File: src/verilog/vofc_pkg.sv
// constants, field layout and pixel type of the video output format block
package vofc_pkg;

   // ----------------------------------------------------------------
   // sub-addresses
   // ----------------------------------------------------------------
   localparam logic [7:0] SUBADDR_RESTORE_LOW = 8'h14;
   localparam logic [7:0] SUBADDR_RESTORE_HIGH = 8'h15;
   localparam logic [7:0] SUBADDR_FORMAT = 8'h16;

   // ----------------------------------------------------------------
   // reset values
   // ----------------------------------------------------------------
   localparam logic [9:0] RESTORE_END_RST = 10'h052;
   localparam logic [2:0] FIELD_SEL_RST = 3'h0;

   // ----------------------------------------------------------------
   // output format field positions
   // ----------------------------------------------------------------
   localparam int FMT_SQUARE_BIT = 7;
   localparam int FMT_SEL_LSB = 4;
   localparam int FMT_BURST_BIT = 3;
   localparam int FMT_OEN_BIT = 2;
   localparam int FMT_SITE_BIT = 1;
   localparam int FMT_UNUSED_BIT = 0;
   localparam int RESTORE_LOW_W = 8;

   // ----------------------------------------------------------------
   // field capture codes
   // ----------------------------------------------------------------
   localparam logic [2:0] CAP_NONE = 3'h0;
   localparam logic [2:0] CAP_FOURTH = 3'h1;
   localparam logic [2:0] CAP_SECOND = 3'h2;
   localparam logic [2:0] CAP_SECOND_ODD = 3'h3;
   localparam logic [2:0] CAP_SECOND_EVEN = 3'h4;
   localparam logic [2:0] CAP_ODD = 3'h5;
   localparam logic [2:0] CAP_EVEN = 3'h6;
   localparam logic [2:0] CAP_ALL = 3'h7;

   // ----------------------------------------------------------------
   // types
   // ----------------------------------------------------------------
   typedef struct packed {
      logic [7:0] luma;
      logic [7:0] chroma;
      logic active;
      logic field;
      logic hsync;
      logic vsync;
   } pixel_t;

   typedef enum logic {BEAT_CHROMA, BEAT_LUMA} beat_t;

endpackage : vofc_pkg
File: src/verilog/video_output_format_ctrl.sv
// restore end-time and output format registers with the output pixel path
`timescale 1ns/1ps
module video_output_format_ctrl
   import vofc_pkg::*;
#(
   parameter int BUF_DEPTH = 2
)
(
   // clock and reset
   input wire logic mclk_i,
   input wire logic sys_rst_i,
   // sub-address register port
   input wire logic reg_wr_i,
   input wire logic reg_rd_i,
   input wire logic [7:0] reg_addr_i,
   input wire logic [7:0] reg_wdata_i,
   output logic [7:0] reg_rdata_o,
   // settings towards the decoder core
   output logic [9:0] restore_end_o,
   output logic square_pixel_o,
   output logic burst_mode_o,
   output logic chroma_line_aligned_o,
   output logic output_drive_enable_o,
   // pixels from the decoder core
   input wire logic in_valid_i,
   input wire pixel_t in_pix_i,
   output logic in_ready_o,
   // pixels to the capture sink
   input wire logic sink_ready_i,
   output logic pixel_valid_out_o,
   output logic [7:0] luma_o,
   output logic [7:0] chroma_o,
   output logic active_o,
   output logic field_o,
   output logic hsync_o,
   output logic vsync_o
);

   // ----------------------------------------------------------------
   // elaboration checks
   // ----------------------------------------------------------------
   localparam int PTR_W = (BUF_DEPTH > 1) ? $clog2(BUF_DEPTH) : 1;
   localparam int CNT_W = $clog2(BUF_DEPTH + 1);

   generate
      if (BUF_DEPTH < 2 || (BUF_DEPTH & (BUF_DEPTH - 1)) != 0)
      begin : g_bad_depth
         $error("BUF_DEPTH must be a power of two, at least 2");
      end
   endgenerate

   // ----------------------------------------------------------------
   // capture decision per field
   // ----------------------------------------------------------------
   function automatic logic capture_field(
      input logic [2:0] sel,
      input logic odd,
      input logic [1:0] all_cnt,
      input logic odd_cnt,
      input logic even_cnt
   );
      logic take;
      take = 1'b0;
      unique case (sel)
         CAP_NONE: take = 1'b0;
         CAP_FOURTH: take = (all_cnt == 2'h0);
         CAP_SECOND: take = !all_cnt[0];
         CAP_SECOND_ODD: take = odd && !odd_cnt;
         CAP_SECOND_EVEN: take = !odd && !even_cnt;
         CAP_ODD: take = odd;
         CAP_EVEN: take = !odd;
         CAP_ALL: take = 1'b1;
      endcase
      return take;
   endfunction : capture_field

   // ----------------------------------------------------------------
   // register decode
   // ----------------------------------------------------------------
   logic [2:0] field_capture_select;
   wire wr_low = reg_wr_i && (reg_addr_i == SUBADDR_RESTORE_LOW);
   wire wr_high = reg_wr_i && (reg_addr_i == SUBADDR_RESTORE_HIGH);
   wire wr_fmt = reg_wr_i && (reg_addr_i == SUBADDR_FORMAT);
   // unused low bit is simply not stored
   wire [7:0] fmt_rd = {square_pixel_o, field_capture_select,
                        burst_mode_o, output_drive_enable_o,
                        chroma_line_aligned_o, 1'b0};
   wire [7:0] rd_mux =
      (reg_addr_i == SUBADDR_RESTORE_LOW) ? restore_end_o[7:0] :
      (reg_addr_i == SUBADDR_RESTORE_HIGH) ?
         {6'h00, restore_end_o[9:8]} :
      (reg_addr_i == SUBADDR_FORMAT) ? fmt_rd : 8'h00;

   // ----------------------------------------------------------------
   // registers
   // ----------------------------------------------------------------
   always_ff @(posedge mclk_i or posedge sys_rst_i)
   begin
      if (sys_rst_i)
      begin
         restore_end_o <= RESTORE_END_RST;
         square_pixel_o <= 1'b0;
         field_capture_select <= FIELD_SEL_RST;
         burst_mode_o <= 1'b0;
         output_drive_enable_o <= 1'b0;
         chroma_line_aligned_o <= 1'b0;
         reg_rdata_o <= 8'h00;
      end
      else
      begin
         if (wr_low)
            restore_end_o[RESTORE_LOW_W-1:0] <= reg_wdata_i;
         if (wr_high)
            restore_end_o[9:RESTORE_LOW_W] <= reg_wdata_i[1:0];
         if (wr_fmt)
         begin
            square_pixel_o <= reg_wdata_i[FMT_SQUARE_BIT];
            field_capture_select <= reg_wdata_i[FMT_SEL_LSB +: 3];
            burst_mode_o <= reg_wdata_i[FMT_BURST_BIT];
            output_drive_enable_o <= reg_wdata_i[FMT_OEN_BIT];
            chroma_line_aligned_o <= reg_wdata_i[FMT_SITE_BIT];
         end
         if (reg_rd_i)
            reg_rdata_o <= rd_mux;
      end
   end

   // ----------------------------------------------------------------
   // field boundary and capture gating
   // ----------------------------------------------------------------
   // the select is sampled only here, so a field is kept or dropped whole
   logic last_field;
   logic field_on;
   logic [1:0] all_cnt;
   logic odd_cnt;
   logic even_cnt;
   wire take_in = in_valid_i && in_ready_o;
   wire boundary = take_in && (in_pix_i.field != last_field);
   wire next_on = capture_field(field_capture_select, in_pix_i.field,
                                all_cnt, odd_cnt, even_cnt);
   wire keep = boundary ? next_on : field_on;

   always_ff @(posedge mclk_i or posedge sys_rst_i)
   begin
      if (sys_rst_i)
      begin
         last_field <= 1'b0;
         field_on <= 1'b0;
         all_cnt <= 2'h0;
         odd_cnt <= 1'b0;
         even_cnt <= 1'b0;
      end
      else if (boundary)
      begin
         last_field <= in_pix_i.field;
         field_on <= next_on;
         all_cnt <= all_cnt + 2'h1;
         if (in_pix_i.field)
            odd_cnt <= !odd_cnt;
         else
            even_cnt <= !even_cnt;
      end
   end

   // ----------------------------------------------------------------
   // BUF_DEPTH-entry buffer (two by default)
   // ----------------------------------------------------------------
   pixel_t mem [BUF_DEPTH];
   logic [PTR_W-1:0] wr_ptr;
   logic [PTR_W-1:0] rd_ptr;
   logic [CNT_W-1:0] count;
   beat_t beat;
   pixel_t head;
   assign head = mem[rd_ptr];
   wire push = take_in && keep;
   wire have = (count != '0);
   wire adv = !pixel_valid_out_o || sink_ready_i;
   // burst mode sends chroma then luma of one pixel on the luma lanes
   wire split = burst_mode_o && (beat == BEAT_CHROMA);
   wire pop = adv && have && !split;
   wire [CNT_W-1:0] next_count = count + CNT_W'(push) - CNT_W'(pop);

   always_ff @(posedge mclk_i)
   begin
      if (push)
         mem[wr_ptr] <= in_pix_i;
   end

   always_ff @(posedge mclk_i or posedge sys_rst_i)
   begin
      if (sys_rst_i)
      begin
         wr_ptr <= '0;
         rd_ptr <= '0;
         count <= '0;
         in_ready_o <= 1'b1;
      end
      else
      begin
         if (push)
            wr_ptr <= wr_ptr + PTR_W'(1);
         if (pop)
            rd_ptr <= rd_ptr + PTR_W'(1);
         count <= next_count;
         // ready stays low while full, so a stalled sink loses nothing
         in_ready_o <= (next_count != CNT_W'(BUF_DEPTH));
      end
   end

   // ----------------------------------------------------------------
   // output stage
   // ----------------------------------------------------------------
   always_ff @(posedge mclk_i or posedge sys_rst_i)
   begin
      if (sys_rst_i)
      begin
         pixel_valid_out_o <= 1'b0;
         luma_o <= 8'h00;
         chroma_o <= 8'h00;
         active_o <= 1'b0;
         field_o <= 1'b0;
         hsync_o <= 1'b0;
         vsync_o <= 1'b0;
         beat <= BEAT_CHROMA;
      end
      else if (adv)
      begin
         pixel_valid_out_o <= have;
         if (have)
         begin
            luma_o <= split ? head.chroma : head.luma;
            chroma_o <= burst_mode_o ? 8'h00 : head.chroma;
            active_o <= head.active;
            field_o <= head.field;
            hsync_o <= head.hsync;
            vsync_o <= head.vsync;
            beat <= split ? BEAT_LUMA : BEAT_CHROMA;
         end
      end
   end
endmodule : video_output_format_ctrl

File: config.mk
export PLATFORM = sky130hd
export DESIGN_NAME = video_output_format_ctrl
export DESIGN_NICKNAME = d
export VERILOG_FILES = /design/src/verilog/vofc_pkg.sv /design/src/verilog/video_output_format_ctrl.sv
export SDC_FILE = /design/constraint.sdc
export NUM_CORES = 1
export LEC_CHECK = 0
export BUFFER_PORTS_ARGS = -buffer_cell sky130_fd_sc_hd__clkbuf_2
export CAP_MARGIN = 5
export CORE_MARGIN = 2
export CORE_UTILIZATION = 36
export DETAILED_ROUTE_END_ITERATION = 10
export GPL_TIMING_DRIVEN = 0
export PLACE_DENSITY = 0.58
export SYNTH_ARGS = -nofsm -noshare
export SYNTH_HDL_FRONTEND = slang
export SYNTH_SLANG_ARGS = --single-unit
File: constraint.sdc
create_clock -name mclk_i -period 3.2 [get_ports mclk_i]
set_clock_uncertainty 0.05 [all_clocks]
set_input_delay 0.64 -clock mclk_i [delete_from_list [all_inputs] [get_ports mclk_i]]
set_output_delay 0.64 -clock mclk_i [all_outputs]
set_load 0.1 [all_outputs]
# Word-level counts from Yosys, hierarchy flattened

Memory sizes are Yosys's and may differ from the RTL's.
Cells that the tools add are included.
W data, S select, Z words.

Register bits: 58
Latch bits: 0
Bits in writable memories: 40
Bits in read-only memories: 0
Input bits: 42
Output and inout port bits: 44
Logic and storage cells: 79
Memories: 1

Memory list:

| name | words | width | rd ports | clocked after Yosys merged registers in | write ports | RTL line                        | source |
|---|---|---|---|---|---|---|---|
| mem  | 2     | 20    | 1        | 0                                       | 1           | video_output_format_ctrl.sv:168 | `pixel_t mem [BUF_DEPTH];` |

$add $sub $neg: 5
Multiply operators: 0
Divide/modulo/power cells: 0
Order comparisons: 0
Equality and inequality tests: 12
Shifts and indexed selects: 0
Muxes and demuxes: 10
Bitwise gates (word level): 2
Reductions and logical operators: 24

Operators with widths:

| operator              | count |
|---|---|
| $mux W8               | 5 |
| $eq A8 B5 Y1 const B  | 3 |
| $eq A3 B3 Y1 const B  | 4 |
| $logic_and A1 B1 Y1   | 11 |
| $pmux W1 S8           | 1 |
| $eq A3 B2 Y1 const B  | 2 |
| $logic_not A1 Y1      | 6 |
| $reduce_and A2 Y1     | 3 |
| $mux W1               | 4 |
| $eq A3 B1 Y1 const B  | 1 |
| $logic_not A3 Y1      | 1 |
| $add A1 B1 Y1 const B | 2 |
| $add A2 B1 Y2         | 1 |
| $add A2 B1 Y2 const B | 1 |
| $logic_not A2 Y1      | 1 |
| $ne A2 B2 Y1 const B  | 1 |
| $not A1 Y1            | 2 |
| $reduce_bool A2 Y1    | 1 |
| $sub A2 B1 Y2         | 1 |
| $logic_or A1 B1 Y1    | 1 |
| $ne A1 B1 Y1          | 1 |

# Longest topological paths before layout

Gate-level depths: netlist of the first run.

Depth after elaboration: 8
Mapped depth: 12
Mapped depth without buffers: 12

# Worst setup path after synthesis of the first run

OpenSTA, ideal clock, no wires.

Path kind: register to register
Start: register in_ready_o
End: memory mem[1][0] in the netlist's numbering (enable)
Setup time: 427 ps
Arrival time: 2836 ps
Required time: 2723 ps
Slack: -113 ps
Stages on the path, launching flop included: 4
Buffers on the path: 0
Clock period less this slack: 3313 ps
Cell sequence: dfstp_2 nand2_1 o21bai_1 nor3b_1

Word-level cells in the longest chain between the ends: 6

Ends and longest elaborated chain:

| element                         | RTL line                        | source |
|---|---|---|
| start: declaration              | video_output_format_ctrl.sv:27  | `output logic in_ready_o,` |
| start signal: assignment        | video_output_format_ctrl.sv:206 | `in_ready_o <= (next_count != CNT_W'(BUF_DEPTH));` |
| $logic_and A1 B1 Y1 *           | video_output_format_ctrl.sv:137 | `wire take_in = in_valid_i && in_ready_o;` |
| $logic_and A1 B1 Y1             | video_output_format_ctrl.sv:138 | `wire boundary = take_in && (in_pix_i.field != last_field);` |
| $mux W1                         | n/a                             |  |
| $logic_and A1 B1 Y1 *           | video_output_format_ctrl.sv:175 | `wire push = take_in && keep;` |
| $mux W1 *                       | video_output_format_ctrl.sv:185 | `if (push)` |
| $mux W1 (not written as such) * | video_output_format_ctrl.sv:186 | `mem[wr_ptr] <= in_pix_i;` |
| end: declaration                | video_output_format_ctrl.sv:168 |  |

Every way passes the cells marked *; elsewhere a longest branch is shown, timed or not.

# Worst setup path after layout of the first run

Start: input port in_pix_i[2] in the netlist's numbering
End: register in_ready_o

Word-level cells in the longest chain between the ends: 8
Elaborated cells between the ends (all ways): 11
Classes of those cells: 2 x add/sub; 2 x eq/ne; 2 x mux; 5 x reduce/logical

Ends and longest elaborated chain:

| element               | RTL line                                                       | source |
|---|---|---|
| start: declaration    | video_output_format_ctrl.sv:26                                 | `input wire pixel_t in_pix_i,` |
| $logic_not A1 Y1      | video_output_format_ctrl.sv:69, video_output_format_ctrl.sv:71 |  |
| $logic_and A1 B1 Y1   | video_output_format_ctrl.sv:69                                 | `CAP_SECOND_EVEN: take = !odd && !even_cnt;` |
| $pmux W1 S8           | video_output_format_ctrl.sv:64                                 | `unique case (sel)` |
| $mux W1 *             | n/a                                                            |  |
| $logic_and A1 B1 Y1 * | video_output_format_ctrl.sv:175                                |  |
| $add A2 B1 Y2 *       | video_output_format_ctrl.sv:181                                | `wire [CNT_W-1:0] next_count = count + CNT_W'(push) - CNT_W'(pop);` |
| $sub A2 B1 Y2 *       | video_output_format_ctrl.sv:181                                |  |
| net next_count[1]     | video_output_format_ctrl.sv:181                                |  |
| $ne A2 B2 Y1 *        | video_output_format_ctrl.sv:206                                |  |

The timed path passes the listed nets; every way through them passes the cells marked *.
A chain may end at the register's enable or synchronous reset.

==> results of run 1 <==
[cell usage in the layout, fill, tap and decap left out, drive strengths merged, types with 2 or more instances in the layout]
| master | instances |
|---|---|
| nand2 | 24 |
| nand3b | 2 |
| o31ai | 8 |
| buf | 5 |
| ha | 3 |
| o21ai | 10 |
| clkinv | 2 |
| nor3 | 4 |
| inv | 15 |
| o22ai | 6 |
| nand3 | 3 |
| xor2 | 3 |
| mux2i | 14 |
| xnor2 | 5 |
| edfxtp | 40 |
| dfstp | 4 |
| or4b | 2 |
| nor2b | 2 |
| a21oi | 3 |
| nor3b | 3 |
| nor2 | 6 |
| o21bai | 2 |
| mux4 | 8 |
| mux2 | 33 |
| nand2b | 3 |
| dfrtp | 54 |
| nand4b | 2 |
| clkbuf | 103 |
[per-stage QoR]
step	hold WS [ns]	TNS (ns)	area, µm²
detailed placement	0.421	-0.120	4740
global route	0.307	0	5040
global placement	0.411	-2.61	4660
floorplan	0.393	0	4070
CTS	0.276	0	5040
finish	0.260	0	5040
[sequential cells by signal (all words and copies together) (netlist names), 2 cells and up]
register,flops
restore_end_o,10
mem,40
field_capture_select,3
count,2
chroma_o,8
all_cnt,2
reg_rdata_o,8
luma_o,8
[per-layer routing]
| layer | GRT usage (%) | vias up |
|---|---|---|
| li1 | - | 1203 |
| met1 | 19.0 | 1247 |
| met2 | 23.5 | 80 |
| met3 | 4.64 | 10 |
| met4 | 5.36 | 2 |
| met5 | 0 | - |
[power groups by stage]
stage	registers (mW)	clock network, mW	logic (mW)
floorplan	2.82	0	0.669
global placement	1.79	0	2.06
detailed placement	1.80	0	2.12
CTS	1.78	1.12	2.13
global route	1.81	1.17	2.23
finish	1.77	1.09	2.10
[area by class of cell]
class,count,area (µm²)
fill,997,5900
sequential,98,2660
multi-input combinational,153,1320
timing repair buffer,87,483
clock buffer,9,225
tap,140,175
clock inverter,7,75.1
buffer,12,53.8
inverter,12,45.0
[cells by family after synthesis]
group | after synthesis
mux | 55
buf+inv | 24
simple gates | 56
fa+ha+maj | 3
flops | 98
compound gates | 31
xor+xnor | 8
[critical path, stage by stage]
cell	delay, ns
clkbuf_2	0.12
clkbuf_1	0.27
and3b_1	0.26
nor4_1	0.83
or2_2	0.24
ha_1	0.22
inv_1	0.05
ha_1	0.14
xnor2_1	0.13
xnor2_1	0.18
nand2b_1	0.09
[final timing paths]
kind,from,endpoint,depth (start not counted)
max,in_pix_i[2],in_ready_o,11
min,sys_rst_i,all_cnt[1],2
max reg2reg,field_capture_select[1],in_ready_o,10
min reg2reg,chroma_o[0],chroma_o[0],2
max in group asynchronous,sys_rst_i,reg_rdata_o[3],3
min in group mclk_i,chroma_o[0],chroma_o[0],2
==> results.py, run 1 <==
metrics = {
    "outcome": {
        "status": "finished, final reports clean",
    },
    "logic_synthesis": {
        "yosysSeqAreaShare_pct": 65.5,
        "ys_top_cells_by_area": "dfrtp_1 33%, edfxtp_1 30%, mux2_2 9.2%, mux4_2 4.4%, mux2i_1 3.5%",
        "synth_compound_area_share_pct": 4.84,
        "ys_ff_latch": 98,
        "ys_types": 38,
        "syn_area_mm2": 0.00406,
        "synth_nets": 320,
        "synthAdderAreaFrac_pct": 0.925,
        "synth_top_area_share_pct": 33.3,
        "syn_avg_cell_area_um2": 14.8,
        "yosysWarningCount": 0,
        "yosys.area_share.simple_pct": 7.52,
        "synth.area.mux_share_pct": 17.1,
        "yosysMostFrequentCell": "dfrtp_1",
        "async_flop_share_pct": 59.2,
        "synth_top_family_by_area": "multiplexers",
        "synth-edff-count": 40,
        "synth_commonest_cells": "54 x dfrtp_1, 40 x edfxtp_1, 33 x mux2_2, 24 x nand2_1, 14 x mux2i_1",
        "synth_ff_type": "dfrtp_1",
        "synthCells": 275,
        "synth_xor_area_share_pct": 1.73,
        "synth_area_leader_cell": "dfrtp_1",
    },
    "placement": {
        "dp.cells": 502,
        "portBuffers": 84,
        "gp_congestion": 0.709,
        "dpl_worst_slack_ns": -0.0935,
        "hpwlAfterDp_mm": 5.82,
    },
    "timing": {
        "slew_headroom_pct": 35.9,
        "maxSlewViolCount": 0,
        "setup_slack_ns": 0.226,
        "hold_viol": 0,
        "tightest_slew_ns": 0.953,
        "finalCriticalPeriod_ns": 2.97,
        "grt_setup_unrepaired": "false",
        "post-route-period-util_pct": 92.9,
        "fmax_mhz": 336,
        "setup_violations": 0,
    },
    "power": {
        "p_int_mw": 2.74,
        "p_sw_share_pct": 44.8,
        "p_leak_nw": 2.18,
        "p_clk_share_pct": 22.0,
        "p_switching_mw": 2.22,
        "design_power_total_mw": 4.96,
        "peakVddDrop_mv": 0.800,
        "power_density_mw_per_mm2": 985,
        "seq_power_share_pct": 35.8,
        "p_comb_share_pct": 42.3,
    },
    "cts": {
        "clk_pin_slew_ns": 0.07,
        "cts_tree": "yes",
        "cts_sinks": 98,
        "cts_buffer_depth": 2,
        "cts_setup_buffers": 0,
        "cts-root-buf": "clkbuf_16",
        "clock_latency_ns": 0.34,
        "ctsHtreeMaxLevel": 3,
        "ctsHoldBuffers": 0,
        "ctsResizeCount": 0,
        "numCtsBuffers": 9,
    },
    "die": {
        "core_area_mm2": 0.0109,
        "num_rows": 38,
        "die_area_mm2": 0.0121,
        "die_x_um": 110,
        "ioPinCount": 86,
        "start_util_pct": 37.1,
        "die_y_um": 110,
    },
    "cells_and_area": {
        "drive_above_1_share_pct": 41.5,
        "syn_to_final_growth_pct": 24.2,
        "antenna_cells": 0,
        "final_cells": 518,
        "nNetsFinal": 418,
        "final_util_pct": 46.1,
    },
    "global_route": {
        "grt_pass1_vias": 2623,
        "grt_util_all_layers_pct": 14.8,
        "grt_max_degree": 37,
        "grt-ovfl-total": 0,
        "antenna_found_initial": 1,
        "grt_pass1_wl_mm": 13.2,
    },
    "critical_path": {
        "critPathCaptureType": "register",
        "start_kind": "input pin",
        "critPathMaxFanout": 7,
        "path_class": "in -> reg",
        "required_ns": 3.41,
        "r2r_slack_ns": 0.36,
        "crit_arrival_ns": 3.18,
    },
    "detailed_routing": {
        "drc_errors": 0,
        "route.detailed.wl_per_inst_um": 15.8,
        "drt-met1-wl_mm": 3.62,
        "met3_length_um": 600,
        "routed_via_density": 4.91,
        "met2_length_mm": 3.86,
        "ant_nets": 0,
        "top_layer": "met5",
        "drt_first_pass_iters": 4,
        "totalWireLength_mm": 8.19,
        "drt-initial-drc-count": 73,
        "vias": 2542,
    },
    "hold_path": {
        "hp-class": "in -> async",
    },
    "job": {
        "maxCapViolCount": 0,
    },
}
No activity file was read; power rests on OpenSTA's default activity.
==> run 2: changes to the inputs <==
--- a/config.mk
+++ b/config.mk
@@ -7,6 +7,7 @@
 export LEC_CHECK = 0
 export BUFFER_PORTS_ARGS = -buffer_cell sky130_fd_sc_hd__clkbuf_2
 export CAP_MARGIN = 5
+export CORE_ASPECT_RATIO = 1.25
 export CORE_MARGIN = 2
 export CORE_UTILIZATION = 36
 export DETAILED_ROUTE_END_ITERATION = 10
==> run 2 against run 1 <==
  * Utilization fell by 0.49 points
  * Critical path depth did not move
  * Cell count fell by 0.97%
  * Die area barely moved
  * Highest routed layer is now met4
  * Global-route usage barely moved
  * Sequential power barely moved
  * Flip-flop and latch count did not move
  * Via count rose by 1.5%
==> results.py, run 2 (synthesis gave the netlist of run 1 again) <==
metrics = {
    "outcome": {
        "status": "finished, final reports clean",
    },
    "placement": {
        "gp_congestion": 0.783,
        "dpl_worst_slack_ns": -0.0463,
        "portBuffers": 84,
        "hpwlAfterDp_mm": 5.98,
    },
    "global_route": {
        "grt_pass1_vias": 2562,
        "grt_use_met2_pct": 25.2,
        "grt_util_all_layers_pct": 14.8,
        "met1_usage_pct": 18.1,
        "grt-ovfl-total": 0,
        "grt_max_degree": 36,
        "met3_usage_pct": 3.13,
        "grt_pass1_wl_mm": 13.5,
        "antenna_found_initial": 0,
        "busiest_layer": "met2",
    },
    "timing": {
        "holdWs_ns": 0.285,
        "setup_slack_ns": 0.306,
        "tns_ns": 0,
        "grt_setup_unrepaired": "false",
        "slew_headroom_pct": 37.7,
        "hold_viol": 0,
        "finalCriticalPeriod_ns": 2.89,
        "fmax_mhz": 346,
        "post-route-period-util_pct": 90.4,
        "tightest_slew_ns": 0.926,
        "maxSlewViolCount": 0,
        "setup_violations": 0,
    },
    "critical_path": {
        "path_class": "in -> reg",
        "critPathCaptureType": "register",
        "cpPeakStageDelay_ns": 0.81,
        "critPathMaxFanout": 7,
        "crit_arrival_ns": 3.12,
        "slowest_stage": "nor4_1",
        "worstRegToRegCells": 10,
        "required_ns": 3.42,
        "start_kind": "input pin",
        "path_cells": "clkbuf_2 -> clkbuf_1 -> and3b_1 -> nor4_1 -> or2_2 -> ha_1 -> inv_1 -> ha_1 -> xnor2_1 -> xnor2_1 -> nand2b_1",
    },
    "power": {
        "p_switching_mw": 2.20,
        "power_density_mw_per_mm2": 982,
        "p_clk_share_pct": 21.8,
        "p_leak_nw": 2.18,
        "peakVddDrop_mv": 0.458,
        "p_int_mw": 2.73,
        "p_sw_share_pct": 44.6,
        "seq_power_share_pct": 35.8,
        "p_comb_share_pct": 42.4,
    },
    "cells_and_area": {
        "mostFrequentLayoutCell": "clkbuf_2",
        "largest_reg_flops": 40,
        "antenna_cells": 0,
        "syn_to_final_growth_pct": 23.9,
        "mostFrequentLayoutCells": "84 x clkbuf_2, 54 x dfrtp_1, 40 x edfxtp_1",
        "nNetsFinal": 418,
        "reg.largest.list": "mem (40), restore_end_o (10)",
        "drive_above_1_share_pct": 41.3,
        "top_register": "mem",
    },
    "cts": {
        "ctsResizeCount": 0,
        "cts_buffer_depth": 2,
        "cts-root-buf": "clkbuf_16",
        "ctsHtreeMaxLevel": 3,
        "clock_latency_ns": 0.35,
        "numCtsBuffers": 9,
        "ctsHoldBuffers": 0,
        "clk_pin_slew_ns": 0.07,
        "cts_setup_buffers": 0,
        "cts_sinks": 98,
        "cts_tree": "yes",
    },
    "die": {
        "ioPinCount": 86,
        "die_area_mm2": 0.0121,
        "num_rows": 43,
        "die_y_um": 123,
        "die_x_um": 99.0,
        "start_util_pct": 36.8,
        "core_area_mm2": 0.0110,
    },
    "detailed_routing": {
        "ant_nets": 0,
        "routed_via_density": 5.03,
        "drt_first_pass_iters": 4,
        "route.detailed.wl_per_inst_um": 16.4,
        "vias": 2579,
        "drc_errors": 0,
        "totalWireLength_mm": 8.44,
        "drt-initial-drc-count": 65,
    },
    "hold_path": {
        "hp-class": "in -> async",
    },
    "job": {
        "maxCapViolCount": 0,
    },
}
run 2: critical path, delay by kind of cell:
kind | cells | cell delay (ns)
xor gates and xnor gates | 2 | 0.29
adders and majority gates | 2 | 0.37
buffers and inverters | 3 | 0.43
and+or+nand+nor | 4 | 1.38
run 2: final timing paths:
kind                                               from          endpoint  slack (ns)
worst max-delay path                        in_pix_i[2]        in_ready_o        0.31
worst min-delay path                          sys_rst_i           vsync_o        0.28
worst max register to register  field_capture_select[1]        in_ready_o        0.42
worst min register to register                 even_cnt          even_cnt        0.42
max in group asynchronous                     sys_rst_i  restore_end_o[1]        2.16
min in group mclk_i                            even_cnt          even_cnt        0.42
run 2: cell type report:
class                   count  area [µm²]
fillers                   996        6000
flip-flops and latches     98        2660
multi-input cells         153        1320
repair buffers             87         483
clock buffers              10         229
well taps                 135         169
clock inverters             6        66.3
plain buffers              12        53.8
inverters                  12        45.0
run 2: through the flow:
| stage | utilization [%] | power (mW) | instance area (µm²) | cells |
|---|---|---|---|---|
| detailed placement | 42.9 | 3.91 | 4730 | 497 |
| CTS | 45.6 | 5.00 | 5030 | 513 |
| global route | 45.6 | 5.18 | 5030 | 513 |
| global placement | 42.2 | 3.85 | 4660 | 494 |
| finish | 45.6 | 4.94 | 5030 | 513 |
| floorplan | - | 3.49 | 4070 | 275 |
run 2: power groups by stage:
stage | sequential, mW | clock, mW | combinational [mW]
2_1_floorplan | 2.82 | 0 | 0.669
3_3_place_gp | 1.79 | 0 | 2.07
3_5_place_dp | 1.80 | 0 | 2.12
4_1_cts | 1.77 | 1.10 | 2.12
5_1_grt | 1.81 | 1.15 | 2.23
6_report | 1.77 | 1.08 | 2.09
run 2: per-layer routing:
metal / up-vias / share of wire, % / routed length, µm
met2: 69 / 50 / 4180
met1: 1283 / 43 / 3670
li1: 1217 / - / -
met5: - / 0 / 0
met3: 10 / 4.9 / 417
met4: 0 / 2.0 / 170
